--- src/rtc_seq_regs.svh ---
// Offsets, fields and timing counts for the RTC reset sequencer
`ifndef RTC_SEQ_REGS_SVH
`define RTC_SEQ_REGS_SVH

`define CLK_MHZ 125
`define WAIT_POWER_MS 40
`define WAIT_ACCESS_MS 30
`define WAIT_RECOVER_MS 40
`define WAIT_RESET_MS 2
`define CYC_PER_MS (`CLK_MHZ * 1000)
`define WAIT_POWER_CYC (`WAIT_POWER_MS * `CYC_PER_MS + 1)
`define WAIT_RECOVER_CYC (`WAIT_RECOVER_MS * `CYC_PER_MS + 1)
`define WAIT_RESET_CYC (`WAIT_RESET_MS * `CYC_PER_MS + 1)
`define SCK_HALF_NS 500
`define SCK_HALF_CYC ((`SCK_HALF_NS * `CLK_MHZ + 999) / 1000)

`define REG_CTRL 12'h000
`define REG_STATUS 12'h004
`define REG_LAST 12'h008

`define CTRL_START 0
`define CTRL_SHORTCUT 1
`define CTRL_RECOVER 2
`define CTRL_POWER_UP 3

`define MODE_WR_BANK3 4'h3
`define MODE_WR_BANK5 4'h5
`define MODE_RD_BANK1 4'h9
`define FLAG_ADDR 4'he
`define FLAG_BIT 1
`define INIT_EN_ADDR 4'h2
`define INIT_EN_VAL 8'h00
`define TRIGGER_ADDR 4'hf
`define TRIGGER_VAL 8'h80
`define B5_VAL0 8'h6c
`define B5_VAL1 8'h03
`define B5_VAL2 8'h10
`define B5_VAL3 8'h20

`endif

--- src/rtc_seq_pkg.sv ---
// Types for the RTC reset sequencer
package rtc_seq_pkg;
    typedef enum logic [3:0] {
        ST_IDLE = 4'h0,
        ST_POWER = 4'h1,
        ST_DUMMY = 4'h3,
        ST_CHECK = 4'h2,
        ST_CLEAR = 4'h6,
        ST_INIT = 4'h7,
        ST_TRIG = 4'h5,
        ST_B5 = 4'h4,
        ST_FINAL = 4'hc,
        ST_DONE = 4'hd,
        ST_FAIL = 4'hf
    } seq_state_t;
    typedef enum logic [1:0] {
        SP_IDLE = 2'h0,
        SP_SHIFT = 2'h1,
        SP_END = 2'h3
    } spi_state_t;
endpackage

--- src/rtc_reset_seq.sv ---
// Host-side power-up and software reset sequencer for a serial RTC
//
// Design decisions made here: the APB register port and the address map.
`timescale 1ns/100ps
`include "rtc_seq_regs.svh"
//Contract
// Wait over 40 ms after power-on before the reset sequence, unless shortcut.
// Begin the sequence with one throwaway read at any address.
// Then read and confirm the supply-loss flag is 1.
// Write 00h to bank 3 register 2h, clearing init enable.
// Then write 80h to bank 3 register Fh, the reset trigger.
// Then write 6Ch, 03h, 10h, 20h to bank 5 registers 0h-3h.
// Wait over 2 ms after the last write; device self-clears trigger.
// Shortcut: clear flag while it reads 1, give up after 40 ms.
// Issue the trigger write even when the flag reads 0; code does so only with shortcut set, else stops in ST_FAIL.
// Never set the trigger bit outside the reset sequence.
// Hold chip enable low at least 40 ms during power-on.
// No bus access until 30 ms after supply reaches 1.6 V.
// Wait at least 40 ms after recovery from backup before access.
// Device resets on rising edge of main or backup supply.
// Device samples main supply every 31.25 ms while on backup.
// Use software reset when ramp or 10 s ground hold is uncertain.
// Initialize only after oscillator is stable and flag shows return.
// Device sets supply-loss flag when data may have been lost.
// Mode code 1h-7h writes banks, 9h-Fh reads them.
// Device commits a write only after eight full data bits.
// Time waits with own clock counter; step only after each transfer.
module rtc_reset_seq #(
    parameter int unsigned POWER_CYC = `WAIT_POWER_CYC,
    parameter int unsigned RECOVER_CYC = `WAIT_RECOVER_CYC,
    parameter int unsigned RESET_CYC = `WAIT_RESET_CYC
) (
    // Clock and reset
    input wire logic mclk_in,
    input wire logic sys_rst_in,
    // APB slave
    input wire logic psel_in,
    input wire logic penable_in,
    input wire logic pwrite_in,
    input wire logic [11:0] paddr_in,
    input wire logic [31:0] pwdata_in,
    output logic [31:0] prdata_out,
    output logic pready_out,
    output logic pslverr_out,
    // RTC pins
    output logic ce_out,
    output logic sck_out,
    output logic sdo_out,
    output logic sdo_oe_n_out,
    input wire logic sdi_in
);
    import rtc_seq_pkg::*;

    seq_state_t state;
    seq_state_t next_state;
    logic [31:0] timer;
    logic [31:0] guard;
    logic shortcut;
    logic flag_seen;
    logic fail;
    logic [1:0] b5_idx;
    logic [7:0] last_rd;
    logic go;
    logic [3:0] x_mode;
    logic [3:0] x_addr;
    logic [7:0] x_data;
    logic x_busy;
    wire x_done;
    wire [7:0] x_rdata;
    wire x_ce;
    wire x_sck;
    wire x_sdo;
    wire x_oe_n;

    // APB decode
    wire apb_access = psel_in && penable_in;
    wire apb_wr = apb_access && pwrite_in;
    wire hit_ctrl = (paddr_in == `REG_CTRL);
    wire hit_status = (paddr_in == `REG_STATUS);
    wire hit_last = (paddr_in == `REG_LAST);
    wire hit_any = hit_ctrl || hit_status || hit_last;
    wire start_cmd = apb_wr && hit_ctrl && pwdata_in[`CTRL_START];
    wire busy = (state != ST_IDLE) && (state != ST_DONE) && (state != ST_FAIL);
    wire timer_zero = (timer == 32'h0);
    wire flag_set = x_rdata[`FLAG_BIT];
    wire [31:0] status_word = {22'h0, fail, flag_seen, state == ST_DONE, busy, 2'b00, state};
    wire [31:0] read_word;

    function automatic logic [7:0] b5_value(input logic [1:0] idx);
        case (idx)
            2'd0: b5_value = `B5_VAL0;
            2'd1: b5_value = `B5_VAL1;
            2'd2: b5_value = `B5_VAL2;
            default: b5_value = `B5_VAL3;
        endcase
    endfunction

    assign read_word = hit_ctrl ? {30'h0, shortcut, 1'b0} :
                       hit_status ? status_word :
                       hit_last ? {24'h0, last_rd} : 32'h0;

    rtc_spi_xfer u_xfer (
        .mclk_in(mclk_in),
        .sys_rst_in(sys_rst_in),
        .start_in(go),
        .mode_in(x_mode),
        .addr_in(x_addr),
        .wdata_in(x_data),
        .done_out(x_done),
        .rdata_out(x_rdata),
        .ce_out(x_ce),
        .sck_out(x_sck),
        .sdo_out(x_sdo),
        .sdo_oe_n_out(x_oe_n),
        .sdi_in(sdi_in)
    );

    // Pins registered once more so outputs come from flops
    always_ff @(posedge mclk_in) begin
        if (sys_rst_in) begin
            ce_out <= 1'b0;
            sck_out <= 1'b0;
            sdo_out <= 1'b0;
            sdo_oe_n_out <= 1'b1;
        end else begin
            ce_out <= x_ce;
            sck_out <= x_sck;
            sdo_out <= x_sdo;
            sdo_oe_n_out <= x_oe_n;
        end
    end

    // APB slave: zero wait states, error on unmapped address
    always_ff @(posedge mclk_in) begin
        if (sys_rst_in) begin
            prdata_out <= 32'h0;
            pready_out <= 1'b0;
            pslverr_out <= 1'b0;
        end else begin
            pready_out <= psel_in && !penable_in;
            pslverr_out <= psel_in && !penable_in && !hit_any;
            prdata_out <= (psel_in && !penable_in && !pwrite_in) ? read_word : 32'h0;
        end
    end

    always_comb begin
        next_state = state;
        case (state)
            ST_IDLE: begin
                if (start_cmd) begin
                    next_state = ST_POWER;
                end
            end
            ST_POWER: begin
                // Power-on or recovery wait on own clock
                if (timer_zero || shortcut) begin
                    next_state = ST_DUMMY;
                end
            end
            ST_DUMMY: begin
                if (x_done) begin
                    next_state = ST_CHECK;
                end
            end
            ST_CHECK: begin
                if (x_done) begin
                    if (shortcut && flag_set && guard != 32'h0) begin
                        next_state = ST_CLEAR;
                    end else if (!shortcut && !flag_set) begin
                        next_state = ST_FAIL;
                    end else begin
                        next_state = ST_INIT;
                    end
                end
            end
            ST_CLEAR: begin
                if (x_done) begin
                    next_state = ST_CHECK;
                end
            end
            ST_INIT: begin
                if (x_done) begin
                    next_state = ST_TRIG;
                end
            end
            ST_TRIG: begin
                if (x_done) begin
                    next_state = ST_B5;
                end
            end
            ST_B5: begin
                if (x_done && b5_idx == 2'd3) begin
                    next_state = ST_FINAL;
                end
            end
            ST_FINAL: begin
                if (timer_zero) begin
                    next_state = ST_DONE;
                end
            end
            ST_DONE, ST_FAIL: begin
                if (start_cmd) begin
                    next_state = ST_POWER;
                end
            end
            default: next_state = ST_IDLE;
        endcase
    end

    // Transfer launch for the current step
    always_comb begin
        x_mode = `MODE_RD_BANK1;
        x_addr = `FLAG_ADDR;
        x_data = 8'h00;
        case (state)
            ST_CLEAR: begin
                x_mode = `MODE_WR_BANK3;
                x_addr = `FLAG_ADDR;
                x_data = 8'h00;
            end
            ST_INIT: begin
                x_mode = `MODE_WR_BANK3;
                x_addr = `INIT_EN_ADDR;
                x_data = `INIT_EN_VAL;
            end
            ST_TRIG: begin
                x_mode = `MODE_WR_BANK3;
                x_addr = `TRIGGER_ADDR;
                x_data = `TRIGGER_VAL;
            end
            ST_B5: begin
                x_mode = `MODE_WR_BANK5;
                x_addr = {2'b00, b5_idx};
                x_data = b5_value(b5_idx);
            end
            default: begin
                x_mode = `MODE_RD_BANK1;
                x_addr = `FLAG_ADDR;
                x_data = 8'h00;
            end
        endcase
    end

    wire xfer_state = (state == ST_DUMMY) || (state == ST_CHECK) || (state == ST_CLEAR) ||
                      (state == ST_INIT) || (state == ST_TRIG) || (state == ST_B5);
    wire launch = xfer_state && !x_busy && !go;

    always_ff @(posedge mclk_in) begin
        if (sys_rst_in) begin
            go <= 1'b0;
            x_busy <= 1'b0;
        end else begin
            go <= launch;
            if (go) begin
                x_busy <= 1'b1;
            end else if (x_done) begin
                x_busy <= 1'b0;
            end
        end
    end

    always_ff @(posedge mclk_in) begin
        if (sys_rst_in) begin
            state <= ST_IDLE;
            timer <= 32'h0;
            guard <= 32'h0;
            shortcut <= 1'b0;
            flag_seen <= 1'b0;
            fail <= 1'b0;
            b5_idx <= 2'd0;
            last_rd <= 8'h00;
        end else begin
            state <= next_state;
            if (timer != 32'h0) begin
                timer <= timer - 32'h1;
            end
            if (guard != 32'h0) begin
                guard <= guard - 32'h1;
            end
            if (start_cmd && !busy) begin
                shortcut <= pwdata_in[`CTRL_SHORTCUT];
                fail <= 1'b0;
                flag_seen <= 1'b0;
                b5_idx <= 2'd0;
                guard <= POWER_CYC;
                timer <= pwdata_in[`CTRL_RECOVER] ? RECOVER_CYC : POWER_CYC;
            end
            if (x_done) begin
                last_rd <= x_rdata;
            end
            if (state == ST_CHECK && x_done) begin
                flag_seen <= flag_set;
            end
            if (state == ST_B5 && x_done) begin
                b5_idx <= b5_idx + 2'd1;
            end
            if (state == ST_B5 && next_state == ST_FINAL) begin
                timer <= RESET_CYC;
            end
            if (next_state == ST_FAIL && state != ST_FAIL) begin
                fail <= 1'b1;
            end
        end
    end
endmodule

--- src/rtc_spi_xfer.sv ---
// Three-wire serial transfer engine: mode, address, one data byte
`timescale 1ns/100ps
`include "rtc_seq_regs.svh"
module rtc_spi_xfer (
    // Clock and reset
    input wire logic mclk_in,
    input wire logic sys_rst_in,
    // Request
    input wire logic start_in,
    input wire logic [3:0] mode_in,
    input wire logic [3:0] addr_in,
    input wire logic [7:0] wdata_in,
    output logic done_out,
    output logic [7:0] rdata_out,
    // Pins
    output logic ce_out,
    output logic sck_out,
    output logic sdo_out,
    output logic sdo_oe_n_out,
    input wire logic sdi_in
);
    import rtc_seq_pkg::*;
    spi_state_t state;
    logic [15:0] shift;
    logic [4:0] bit_cnt;
    logic [7:0] div;
    logic is_read;
    wire div_tick = (div == 8'(`SCK_HALF_CYC - 1));
    wire read_phase = is_read && (bit_cnt >= 5'd8);
    always_ff @(posedge mclk_in) begin
        if (sys_rst_in) begin
            state <= SP_IDLE;
            shift <= 16'h0000;
            bit_cnt <= 5'h00;
            div <= 8'h00;
            is_read <= 1'b0;
            done_out <= 1'b0;
            rdata_out <= 8'h00;
            ce_out <= 1'b0;
            sck_out <= 1'b0;
            sdo_out <= 1'b0;
            sdo_oe_n_out <= 1'b1;
        end else begin
            done_out <= 1'b0;
            div <= div_tick ? 8'h00 : div + 8'h01;
            case (state)
                SP_IDLE: begin
                    div <= 8'h00;
                    if (start_in) begin
                        // Mode code selects bank and direction
                        shift <= {mode_in, addr_in, wdata_in};
                        is_read <= mode_in[3];
                        bit_cnt <= 5'h00;
                        ce_out <= 1'b1;
                        sdo_oe_n_out <= 1'b0;
                        sdo_out <= mode_in[3];
                        state <= SP_SHIFT;
                    end
                end
                SP_SHIFT: if (div_tick) begin
                    sck_out <= ~sck_out;
                    if (sck_out) begin
                        shift <= {shift[14:0], 1'b0};
                        sdo_out <= shift[14];
                        bit_cnt <= bit_cnt + 5'h01;
                        if (is_read && bit_cnt == 5'd7) begin
                            sdo_oe_n_out <= 1'b1;
                        end
                        if (bit_cnt == 5'd15) begin
                            state <= SP_END;
                        end
                    end else if (read_phase) begin
                        rdata_out <= {rdata_out[6:0], sdi_in};
                    end
                end
                SP_END: if (div_tick) begin
                    // Full 8 data bits sent before chip enable drops
                    ce_out <= 1'b0;
                    sdo_oe_n_out <= 1'b1;
                    done_out <= 1'b1;
                    state <= SP_IDLE;
                end
                default: state <= SP_IDLE;
            endcase
        end
    end
endmodule

--- config.mk ---
export PLATFORM = sky130hd
export DESIGN_NAME = rtc_reset_seq
export DESIGN_NICKNAME = d
export VERILOG_FILES = /design/src/rtc_seq_pkg.sv /design/src/rtc_reset_seq.sv /design/src/rtc_spi_xfer.sv
export VERILOG_INCLUDE_DIRS = /design/src /design/src/src
export SDC_FILE = /design/constraint.sdc
export NUM_CORES = 1
export LEC_CHECK = 0
export ABC_AREA = 1
export BUFFER_PORTS_ARGS = -buffer_cell sky130_fd_sc_hd__buf_2
export CAP_MARGIN = 20
export CORE_MARGIN = 3
export CORE_UTILIZATION = 49
export DETAILED_ROUTE_END_ITERATION = 10
export PLACE_DENSITY = 0.75
export SLEW_MARGIN = 20
export SYNTH_ARGS = -nofsm -noshare
export SYNTH_HDL_FRONTEND = slang
export SYNTH_SLANG_ARGS = --single-unit
--- constraint.sdc ---
create_clock -name mclk_in -period 1.9 [get_ports mclk_in]
set_input_delay 0.285 -clock mclk_in [delete_from_list [all_inputs] [get_ports mclk_in]]
set_output_delay 0.285 -clock mclk_in [all_outputs]
set_load 0.01 [all_outputs]
==> flow_results.org, run 1 <==
** Route
- The routed layout has 7002 vias.
- Before antenna repair, the detailed router went through 5 iterations.
- After detailed routing, the number of remaining DRC violations is 0.
- The first routing iteration left 470 violations.
- Using the TritonRoute via totals, the vias-per-cell ratio works out to 5.13.
- Number of antenna-violating nets in the routed design :: 0
- The routed design has approximately 18000 µm of wire.
- Dividing the detail-routed wire length by the instance count gives 13.1 µm.

** Yosys
- Of the synthesized area, sequential elements account for 0.383.
- Synthesized area divided by synthesized cell count :: between 6 and 7 µm²
- Of the total synthesized cell area, the portion taken by AND, OR, NAND and NOR gates is 0.361.
- Count of yosys warnings during synthesis :: 0
- Of the post-synthesis cell area, the part taken by muxes is 0.
- Cells after synthesis :: 1114
- Yosys mapped the design onto 44 distinct sky130hd cell types.
- The biggest area contributor in the post-synthesis netlist is sky130_fd_sc_hd__dfxtp_1.
- In this run, synthesis produced a sequential element count of 143.
- Xor/xnor cell area share of the yosys netlist :: 0.0551
- Yosys attributes the largest share of cell area to sky130_fd_sc_hd__dfxtp_1 (38%), sky130_fd_sc_hd__nand2_1 (13%), sky130_fd_sc_hd__nor2_1 (13%), sky130_fd_sc_hd__inv_1 (4.7%), sky130_fd_sc_hd__nand3_1 (4.2%).
- Cell area after synthesis :: 7470 µm²
- Portion of synthesized cell area occupied by the leading cell type :: 0.383
- Main combinational cell family by area after synthesis :: simple AND/OR/NAND/NOR gates
- Of the total synthesized cell area, the portion taken by full adders, half adders and majority gates is 0.0201.
- Fraction of the mapped netlist area in compound gates :: 0.0879

** Worst hold path
- Hold Path Depth :: 2
- Hold Path Class :: in2reg
- The worst hold path terminates at pready_out$_SDFF_PP0_.
- Hold Crit Start :: penable_in

** Final layout
- After the last flow step, the layout net total stands at 1231.
- The number of antenna diodes in the final layout is 0.
- The finished layout holds 1366 standard cells, fillers aside.
- Most common library cell in the layout ignoring fill and taps :: sky130_fd_sc_hd__nand2_1
- The top cell types in the final layout, fill and taps aside, are sky130_fd_sc_hd__nand2_1 (262), sky130_fd_sc_hd__nor2_1 (249), sky130_fd_sc_hd__dfxtp_1 (143), sky130_fd_sc_hd__inv_1 (94), sky130_fd_sc_hd__nand3_1 (62).
- Proportion of layout cells with a drive suffix above 1 :: 0.113
- Synth-to-layout area growth :: 13.4%

** STA
- RSZ-0062 raised after global routing :: false
- The clock arrives with between 0.01 and 0.015 ns of skew.
- Maximum clock frequency :: 0.588 GHz
- In the finished design, the share of the clock period the worst path needs comes to 0.895.
- For the final routed database, the setup TNS stands at 0 ns.
- Final hold slack :: 0.0701 ns
- The number of pins exceeding their max-slew limit in the final report was 0.
- Setup violations remaining at the end of the flow were counted as 0.
- Post-layout min period :: 1.70 ns
- The final count of hold timing violations came to 0.

** Worst setup path
- The worst register-to-register path has a depth of 6.
- STA puts the critical path data arrival time at 2.06 ns.
- The worst register-to-register path has a setup slack of 0.20 ns.
- STA classifies the critical path endpoint as a flip-flop.
- Critical Path Fanout Max :: 9
- First element of the critical path :: state[2]$_SDFF_PP0_
- Critical path class :: reg2reg
- Crit path required time :: 2.26 ns
- Reg2Reg Launch Point :: state[2]$_SDFF_PP0_
- STA classifies the critical path startpoint as a flip-flop.
- Capture instance of the worst register-to-register path :: guard[18]$_SDFFE_PP0P_

** Floorplan
- For this configuration, the core starts out at a cell density of 0.507.
- Die X-Extent :: 130 µm
- Height of the die :: between 100 and 150 µm
- Die area :: 16800 µm²
- Core Area :: 14800 µm²
- Io pins :: 88
- The floorplan has 44 rows.

** GRT
- The via count of the first global-routing pass is 6429.
- After global routing the overflow that remains totals 0.
- Antenna violations before repair :: 0
- Gr usage total :: 0.224
- Wire length of the first global-routing pass :: 30200 µm
- Maximum number of pins on one net before global-route repair :: 32

** Run status
- Run status :: finished clean

** CTS
- Clock tree from TritonCTS :: built
- Number of H-tree levels :: 4
- Inserted Clock Buffers :: 17
- Clock tree synthesis selected as its root buffer the cell sky130_fd_sc_hd__clkbuf_16.
- Worst-case clock buffer depth :: 2
- Clock transition at the registers of the reported paths :: 0.07 ns
- CTS saw 143 sinks.
- The later pin in the worst-skew pair is clocked with a latency of 0.44 ns.

** Place
- The HPWL after detailed placement is 13100 µm.
- During placement, the flow inserted port buffers numbering 35.
- Number of placed cells counting well taps :: 1334
- Gp weighted congestion :: 0.951

** Power and ir drop
- The analysis attributes to cell leakage a power of 0.00392 µW.
- Peak supply drop :: 0.804 mV
- Dividing total power by cell area gives a power density of 1840 nW/µm².

** Flow run
- # Max-Cap Violations :: 0
[per-stage QoR]
step / util / setup WS (ns) / power (µW) / cell area (µm²)
after global routing: 0.574 / 0.00532 / 17100 / 8470
after detailed placement: 0.532 / 0.202 / 12000 / 7840
after floorplan: - / 0.424 / 10500 / 7550
after global placement: 0.532 / 0.220 / 11900 / 7840
final: 0.574 / 0.199 / 15600 / 8470
after CTS: 0.574 / 0.182 / 15500 / 8460
[layer usage]
metal,GRT usage,part of all wire,vias up
met5,0,0,-
met4,0.0752,0.016,0
met3,0.0491,0.048,32
met2,0.370,0.48,179
met1,0.293,0.46,3203
li1,-,-,3588
[state kept, by name, indices dropped and copies added (netlist names), 2 cells and up]
| register | flops |
|---|---|
| b5_idx | 2 |
| guard | 32 |
| last_rd | 8 |
| prdata_out | 10 |
| state | 4 |
| timer | 32 |
| u_xfer.bit_cnt | 5 |
| u_xfer.div | 8 |
| u_xfer.rdata_out | 8 |
| u_xfer.shift | 15 |
| u_xfer.state | 2 |
[report_power, final]
part	total, µW	internal, µW	switching [µW]
clock	3470	1910	1560
sequential	4270	3630	632
combinational	7850	2770	5080
[synth_stat cells, drive strengths merged]
library cell  count
a31oi             1
conb              1
ha               12
o22ai             1
a22oi             1
nor3             15
a311oi            1
inv             100
a21o              1
nand3            62
or2               3
buf              37
dfxtp           143
xnor2            23
nor3b             1
o21a              3
xor2             24
o211ai            2
nand4            21
o21bai            3
nor2            268
o21ai            47
nand2           269
clkinv            2
a21oi            59
a211oi            3
nand3b            1
clkbuf            9
nor4              1
[timing repair]
item,CTS,global route
buffers inserted,0,0
hold buffers,0,0
setup endpoints to repair,0,4
gates resized for setup,0,4
endpoints found under the hold margin,0,0
[worst max-delay path by stage]
stage | end | slack (ns) | cells past startpoint
finish | guard[18]$_SDFFE_PP0P_ | 0.20 | 6
global route | timer[14]$_SDFFE_PP0P_ | 0.005 | 10
CTS | timer[9]$_SDFFE_PP0P_ | 0.18 | 9
detailed placement | guard[30]$_SDFFE_PP0P_ | 0.20 | 8
global placement | guard[30]$_SDFFE_PP0P_ | 0.22 | 8
floorplan | guard[30]$_SDFFE_PP0P_ | 0.42 | 8
[worst max-delay path: stages (launching register included)]
cell and delay (ns):
sky130_fd_sc_hd__dfxtp_1 0.35, sky130_fd_sc_hd__nor2_1 0.28, sky130_fd_sc_hd__nand2_1 0.11, sky130_fd_sc_hd__nand2_2 0.13, sky130_fd_sc_hd__nand4_2 0.31, sky130_fd_sc_hd__buf_4 0.28
sky130_fd_sc_hd__a21oi_1 0.16
[logic make-up (layout without fill, tap and decap cells)]
family / count (synthesis) / count (layout)
simple gates: 641 / 641
buf+inv: 148 / 195
flops: 143 / 143
compound gates: 122 / 122
xor+xnor: 47 / 47
fa+ha+maj: 12 / 12
other cells: 1 / 22
[area by class of cell]
class	count	area [µm²]
sequential	143	2860
clock buffer	17	425
inverter	102	387
tap	184	230
fill	1394	6280
clock inverter	15	195
timing repair buffer	61	370
multi-input combinational	844	4000
(Power assumes the default switching activity.)
==> run 2, diff against run 1 <==
--- a/config.mk
+++ b/config.mk
@@ -11,3 +11,2 @@
 export CAP_MARGIN = 20
-export CORE_MARGIN = 3
 export CORE_UTILIZATION = 49
--- a/constraint.sdc
+++ b/constraint.sdc
@@ -3,2 +3,2 @@
 set_output_delay 0.285 -clock mclk_in [all_outputs]
-set_load 0.01 [all_outputs]
+set_load 0.02 [all_outputs]
==> run 2 against run 1 <==
  * The run now ends with design-rule violations left
  * Final cell count fell by 0.22%
  * First-iteration DRC count fell by 7.9%
  * Total power fell by 2.3%
  * Sequential power barely moved
  * Highest routed layer unchanged
  * Maximum frequency fell by 2.9%
  * Sequential cell count did not move
  * Die area fell by 6.1%
  * Clock power fell by 9.5%
  * Sequential share of layout area rose by 0.35 points
  * Setup slack got worse by 0.050 ns
  * Global-route usage rose by 0.63 points
  * Via count fell by 1.2%
==> flow_results.org, run 2 (synthesized netlist as in run 1, its figures left out) <==
** Worst setup path
- In this run the worst path has a maximum fanout of 6.
- The critical path goes through inv_1 -> ha_1 -> inv_1 -> nor2_1 -> nand2_1 -> nor2_1 -> xor2_1 -> nor3_1.
- For flop-to-flop paths, the worst setup slack is 0.15 ns.
- Crit path required time :: 2.22 ns
- The critical path in this run is classified as reg2reg.
- Kind of cell with the highest combined delay on the critical path :: simple AND/OR/NAND/NOR gates
- Data arrives at the worst endpoint at 2.07 ns.
- Critical path's largest stage delay :: between 0.3 and 0.4 ns
- Slowest-stage cell, CP :: sky130_fd_sc_hd__dfxtp_1
- Reg2Reg Launch Point :: guard[0]$_SDFFE_PP0P_
- The worst setup path is captured at a flip-flop.
- Counting both buffers and inverters, the worst setup path holds a total of 2.
- The worst register-to-register path has a depth of 8.
- In this run the critical register-to-register path is captured at guard[30]$_SDFFE_PP0P_.
- The worst setup path is launched from a flip-flop.

** GRT
- Maximum number of pins on one net before global-route repair :: 32
- Aggregate global routing overflow :: 0
- Antenna violations before repair :: 0
- Vias in the first global route :: 6416
- For this run, the total global-route usage over all layers was measured as 0.230.
- Wire length of the first global-routing pass :: 29300 µm

** Final layout
- Synth-to-layout area growth :: 12.2%
- The filler cells instantiated in the layout total 1414.
- In the final layout, the multi-input gates occupy about 4000 µm².
- Of the cells placed in the final design, the portion with a size suffix greater than 1 is 0.109.
- Leading registers by flop count :: guard x32, timer x32, u_xfer.shift x15
- Across the whole layout, storage elements account for 2860 µm².
- Number of nets in the finished design :: 1228
- Util after Layout :: 0.570
- Commonest non-fill, non-tap cells in the layout :: sky130_fd_sc_hd__nand2_1 (262), sky130_fd_sc_hd__nor2_1 (251), sky130_fd_sc_hd__dfxtp_1 (143), sky130_fd_sc_hd__inv_1 (94), sky130_fd_sc_hd__nand3_1 (62)
- The library cell used most frequently in the layout, excluding fill and tap cells, is sky130_fd_sc_hd__nand2_1.
- 0 antenna diodes ended up in the layout.

** Worst hold path
- For hold timing, the worst endpoint is pready_out$_SDFF_PP0_.
- Hold Path Class :: in2reg
- Hold Crit Start :: penable_in
- The worst hold path was traced through 2 stages.

** Route
- Number of iterations in the first detailed-routing pass :: 8
- Number of antenna-violating nets in the routed design :: 0
- The detailed router placed between 6000 and 7000 vias in this run.
- Count of routing violations after the opening detailed-route iteration :: 433
- Dividing the detail-routed wire length by the instance count gives 12.6 µm.
- For this block, the routed nets add up to around 17000 µm of wire.
- After detailed routing, the number of remaining DRC violations is 2.
- Average via count per standard cell :: 5.08

** Flow run
- Max-cap violations in this run came to 0.

** CTS
- In this run the post-CTS setup repair buffer count came out at 0.
- Clock-pin slew was measured on the worst setup and hold paths at 0.06 ns.
- Gates resized during post-CTS repair numbered 0.
- Inserted Clock Buffers :: 17
- The clock net in this run drives a total of 143 sinks.
- In this run the deepest clock path goes through 2 buffers.
- Buffers inserted to repair hold after CTS numbered 0.
- CTS root buffer :: sky130_fd_sc_hd__clkbuf_16
- Skew-Pair Late Insertion Delay :: about 0.44 ns
- The H-tree was split into 4 levels.
- Clock tree from TritonCTS :: built

** Place
- In this run the tool buffered the top-level ports with 35 buffer cells.
- Routability-driven placement finished with a final weighted congestion of 0.932.
- HPWL after DPL :: between 10000 and 15000 µm

** Floorplan
- In this run the vertical extent of the chip is between 100 and 150 µm.
- Core Area :: 14700 µm²
- Die area :: 15800 µm²
- In this run the core area contains 44 standard-cell rows.
- The initial utilization of the core area, before any placement, comes to 0.508.
- The floorplan step set the die width to 126 µm.
- 88 I/O pins were placed.

** STA
- Maximum clock frequency :: 0.571 GHz
- Setup violations remaining at the end of the flow were counted as 0.
- Final clock skew :: about 0.013 ns
- Final setup TNS :: 0 ns
- RSZ-0062 raised after global routing :: false
- Pins over their slew limit :: 0
- Across all hold checks on the routed design, the worst slack comes to 0.0682 ns.
- Final cycle utilization of the critical path :: 0.922
- Post-layout min period :: 1.75 ns
- The final count of hold timing violations came to 0.

** Power and ir drop
- Peak supply drop :: around 0.76 mV
- Pleak :: 0.00387 µW
- Total power per unit cell area :: 1820 nW/µm²
- Design Power :: 15200 µW

** Run status
- The run finished, with violations left.
- The final reports fail on design-rule violations.
run 2: final cells by class:
cell class,instances,area share
repair buffers,58,0.0430
flip-flops and latches,143,0.341
clock inverters,14,0.0145
clock buffers,18,0.0512
inverters,102,0.0458
well taps,184,0.0275
multi-input cells,844,0.477
run 2: worst max-delay path by stage:
| stage | start | endpoint | slack (ns) | depth (start not counted) |
|---|---|---|---|---|
| 2_1_floorplan | guard[0]$_SDFFE_PP0P_ | guard[30]$_SDFFE_PP0P_ | 0.42 | 8 |
| 3_3_place_gp | guard[0]$_SDFFE_PP0P_ | guard[30]$_SDFFE_PP0P_ | 0.22 | 8 |
| 3_5_place_dp | guard[0]$_SDFFE_PP0P_ | guard[30]$_SDFFE_PP0P_ | 0.17 | 8 |
| 4_1_cts | guard[0]$_SDFFE_PP0P_ | guard[30]$_SDFFE_PP0P_ | 0.14 | 8 |
| 5_1_grt | guard[0]$_SDFFE_PP0P_ | guard[30]$_SDFFE_PP0P_ | 0.006 | 8 |
| 6_report | guard[0]$_SDFFE_PP0P_ | guard[30]$_SDFFE_PP0P_ | 0.15 | 8 |
run 2: stage by stage:
step / cells / cell area, µm² / setup slack, ns
6_report: 1363 / 8380 / 0.149
5_1_grt: 1363 / 8380 / 0.00603
4_1_cts: 1363 / 8380 / 0.142
3_5_place_dp: 1331 / 7830 / 0.172
3_3_place_gp: 1331 / 7830 / 0.215
2_1_floorplan: 1135 / 7550 / 0.424
run 2: report_power, final:
| group | switching, µW | internal, µW | leakage [µW] |
|---|---|---|---|
| Sequential | 626 | 3640 | 0.00116 |
| Combinational | 5070 | 2760 | 0.00244 |
| Clock | 1420 | 1710 | 0.000267 |
| Total | 7120 | 8100 | 0.00387 |
run 2: metal layers:
metal,global-route usage,vias to the layer above,share of wire
met1,0.288,3109,0.46
met2,0.384,187,0.47
met5,0,-,0
li1,-,3589,-
met3,0.0548,35,0.050
met4,0.0868,0,0.021
run 2: worst register-to-register path, cell delays in order, from the launching register on:
cell	delay [ns]
sky130_fd_sc_hd__dfxtp_1	0.33
sky130_fd_sc_hd__inv_1	0.16
sky130_fd_sc_hd__ha_1	0.27
sky130_fd_sc_hd__inv_1	0.09
sky130_fd_sc_hd__nor2_1	0.29
sky130_fd_sc_hd__nand2_1	0.15
sky130_fd_sc_hd__nor2_1	0.15
sky130_fd_sc_hd__xor2_1	0.15
sky130_fd_sc_hd__nor3_1	0.06
==> run 3, diff against run 2 <==
Settings changed: PLACE_DENSITY 0.75 to 0.79.
==> run 3 against run 2 <==
  * The run still ends with design-rule violations left
  * Critical path type unchanged
  * Setup slack better by 0.064 ns
  * Via count rose by 0.59%
  * Maximum frequency increased by 3.8%
  * Sequential cell count did not move
  * Global-route usage is 0.28 points lower
  * Register-to-register slack improved by 0.06 ns
  * Clock-buffer cell count is the same
  * Combinational power is 0.6% higher
  * Sequential share of layout area fell by 0.32 points
==> flow_results.org, run 3 (synthesized netlist as in run 1, its figures left out) <==
** Run status
- Run status :: finished with violations
- The checks that failed: design-rule violations.

** Power and ir drop
- Dividing total power by cell area gives a power density of between 1500 and 2000 nW/µm².
- Peak supply drop :: roughly 1.0 mV
- The analysis attributes to cell leakage a power of 0.00391 µW.

** Worst hold path
- Hold Path Class :: in2reg
- Hold Crit Start :: penable_in
- Hold Path Depth :: 2

** Route
- In this run, the number of DRC markers left after iteration 0 of detailed routing was roughly 450.
- Total wire length :: 17500 µm
- Average via count per standard cell :: 5.09
- The first TritonRoute pass finished after 9 iterations.
- The detailed router placed approximately 7000 vias in this run.
- Drt drc :: 1
- Average wire length per cell after detail routing :: 12.8 µm
- The detail route stage leaves a number of antenna-violating nets equal to 0.

** CTS
- Skew-Pair Late Insertion Delay :: around 0.43 ns
- After clock tree synthesis, the clock-pin slew on the worst setup and hold paths is 0.07 ns.
- Inserted Clock Buffers :: 17
- Postcts setup bufs :: 0
- CTS root buffer :: sky130_fd_sc_hd__clkbuf_16
- Worst-case clock buffer depth :: 2
- TritonCTS sink count :: 143
- Number of H-tree levels :: 4
- TritonCTS built the clock tree.

** Floorplan
- Initial cell density of the core :: 0.508
- Core Area :: 14700 µm²
- The floorplan has 44 rows.
- Io pins :: a little under 90
- Die X-Extent :: around 130 µm
- From bottom edge to top edge, the die measures 126 µm.
- Die area :: 15800 µm²

** Final layout
- Most common library cell in the layout ignoring fill and taps :: sky130_fd_sc_hd__nand2_1
- Multi-input combinational cell area :: 4010 µm²
- Commonest non-fill, non-tap cells in the layout :: sky130_fd_sc_hd__nand2_1 (261), sky130_fd_sc_hd__nor2_1 (250), sky130_fd_sc_hd__dfxtp_1 (143), sky130_fd_sc_hd__inv_1 (94), sky130_fd_sc_hd__nand3_1 (62)
- With fillers left out, the area of the finished cells amounts to 8460 µm².
- Number of nets in the finished design :: 1233
- Of the cells placed in the final design, the portion with a size suffix greater than 1 is 0.116.
- Total inserted antenna cells :: 0
- In the final layout, the registers with the most flip-flops are guard x32, timer x32, u_xfer.shift x15.
- For this run, the share of the core covered by cells in the final layout is 0.576.
- From synthesis to final layout, the design area changed by 13.2%.
- The layout has around 1400 filler cells.
- Footprint of the flip-flops and latches :: 2860 µm²

** GRT
- The first global-routing pass estimated 29000 µm of wire.
- Entering global routing, the biggest net connects 31 pins.
- The initial antenna violation count is 0.
- Aggregate global routing overflow :: 0
- The via count of the first global-routing pass was 6360.
- Gr usage total :: 0.228

** Place
- Gp weighted congestion :: 0.976
- The HPWL after detailed placement is 12800 µm.
- Placed cell areas :: 7870 µm²
- During placement, the flow inserted port buffers numbering 35.

** Worst setup path
- First element of the critical path :: guard[0]$_SDFFE_PP0P_
- Type of element capturing the critical path :: flip-flop
- The worst register-to-register path has a depth of 8.
- In this run the critical register-to-register path is launched from guard[0]$_SDFFE_PP0P_.
- Critical path class :: reg2reg
- Arrival time of data at the critical path endpoint :: 2.00 ns
- STA classifies the critical path startpoint as a flip-flop.
- Data on the critical path is required at its endpoint by 2.22 ns.
- Of all nets on the critical path, the largest fanout is 6.

** STA
- Post-layout min period :: 1.69 ns
- The number of pins exceeding their max-slew limit in the final report was 0.
- RSZ-0062 raised after global routing :: false
- Final cycle utilization of the critical path :: 0.888
- The final count of hold timing violations is 0.
- After routing, the total negative slack on setup checks comes to 0 ns.
- Setup-violating endpoint count in the final report :: 0
- For this run, the top clock speed supported by timing is 0.593 GHz.
- Final clock skew :: 0.00981 ns

** Flow run
- # Max-Cap Violations :: 0
-- run 3: per-stage QoR --
| stage | setup WS (ns) | power (µW) | hold slack [ns] | cells |
|---|---|---|---|---|
| final | 0.213 | 15400 | 0.0808 | 1368 |
| after floorplan | 0.424 | 10500 | 0.361 | 1135 |
| after global placement | 0.228 | 11900 | 0.422 | 1336 |
| after global routing | 0.0371 | 16800 | 0.0797 | 1368 |
| after CTS | 0.187 | 15300 | 0.0727 | 1368 |
| after detailed placement | 0.190 | 12000 | 0.425 | 1336 |
-- run 3: final cells by class --
cell class / count / area share
inverter: 102 / 0.0455
timing repair buffer: 63 / 0.0470
tap: 184 / 0.0272
sequential: 143 / 0.338
clock inverter: 14 / 0.0167
clock buffer: 18 / 0.0519
multi-input combinational: 844 / 0.473
-- run 3: metal layers --
layer	track usage	wire, µm
met5	0	0
met4	0.0918	361
met3	0.0496	779
met2	0.376	8360
met1	0.288	8010
-- run 3: report_power, final --
| part | total [µW] | leakage [µW] | switching [µW] | internal, µW |
|---|---|---|---|---|
| combinational | 7880 | 0.00247 | 5090 | 2790 |
| clock | 3280 | 0.000285 | 1490 | 1780 |
| sequential | 4270 | 0.00116 | 641 | 3630 |
| total | 15400 | 0.00391 | 7230 | 8200 |
-- run 3: final timing paths --
kind / end / slack (ns)
worst max-delay path: guard[30]$_SDFFE_PP0P_ / 0.21
worst max register to register: guard[30]$_SDFFE_PP0P_ / 0.21
worst min register to register: sdo_oe_n_out$_SDFF_PP1_ / 0.44
worst min-delay path: pready_out$_SDFF_PP0_ / 0.08
-- run 3: critical path, cell delays in order, from the launching register on --
cell	delay [ns]
sky130_fd_sc_hd__dfxtp_1	0.32
sky130_fd_sc_hd__inv_1	0.15
sky130_fd_sc_hd__ha_1	0.26
sky130_fd_sc_hd__inv_1	0.09
sky130_fd_sc_hd__nor2_1	0.27
sky130_fd_sc_hd__nand2_1	0.13
sky130_fd_sc_hd__nor2_1	0.14
sky130_fd_sc_hd__xor2_1	0.15
sky130_fd_sc_hd__nor3_1	0.05
-- run 3: repair_timing --
item | CTS | global route
hold buffers | 0 | 0
endpoints found under the setup margin | 0 | 5
resized for setup | 0 | 4
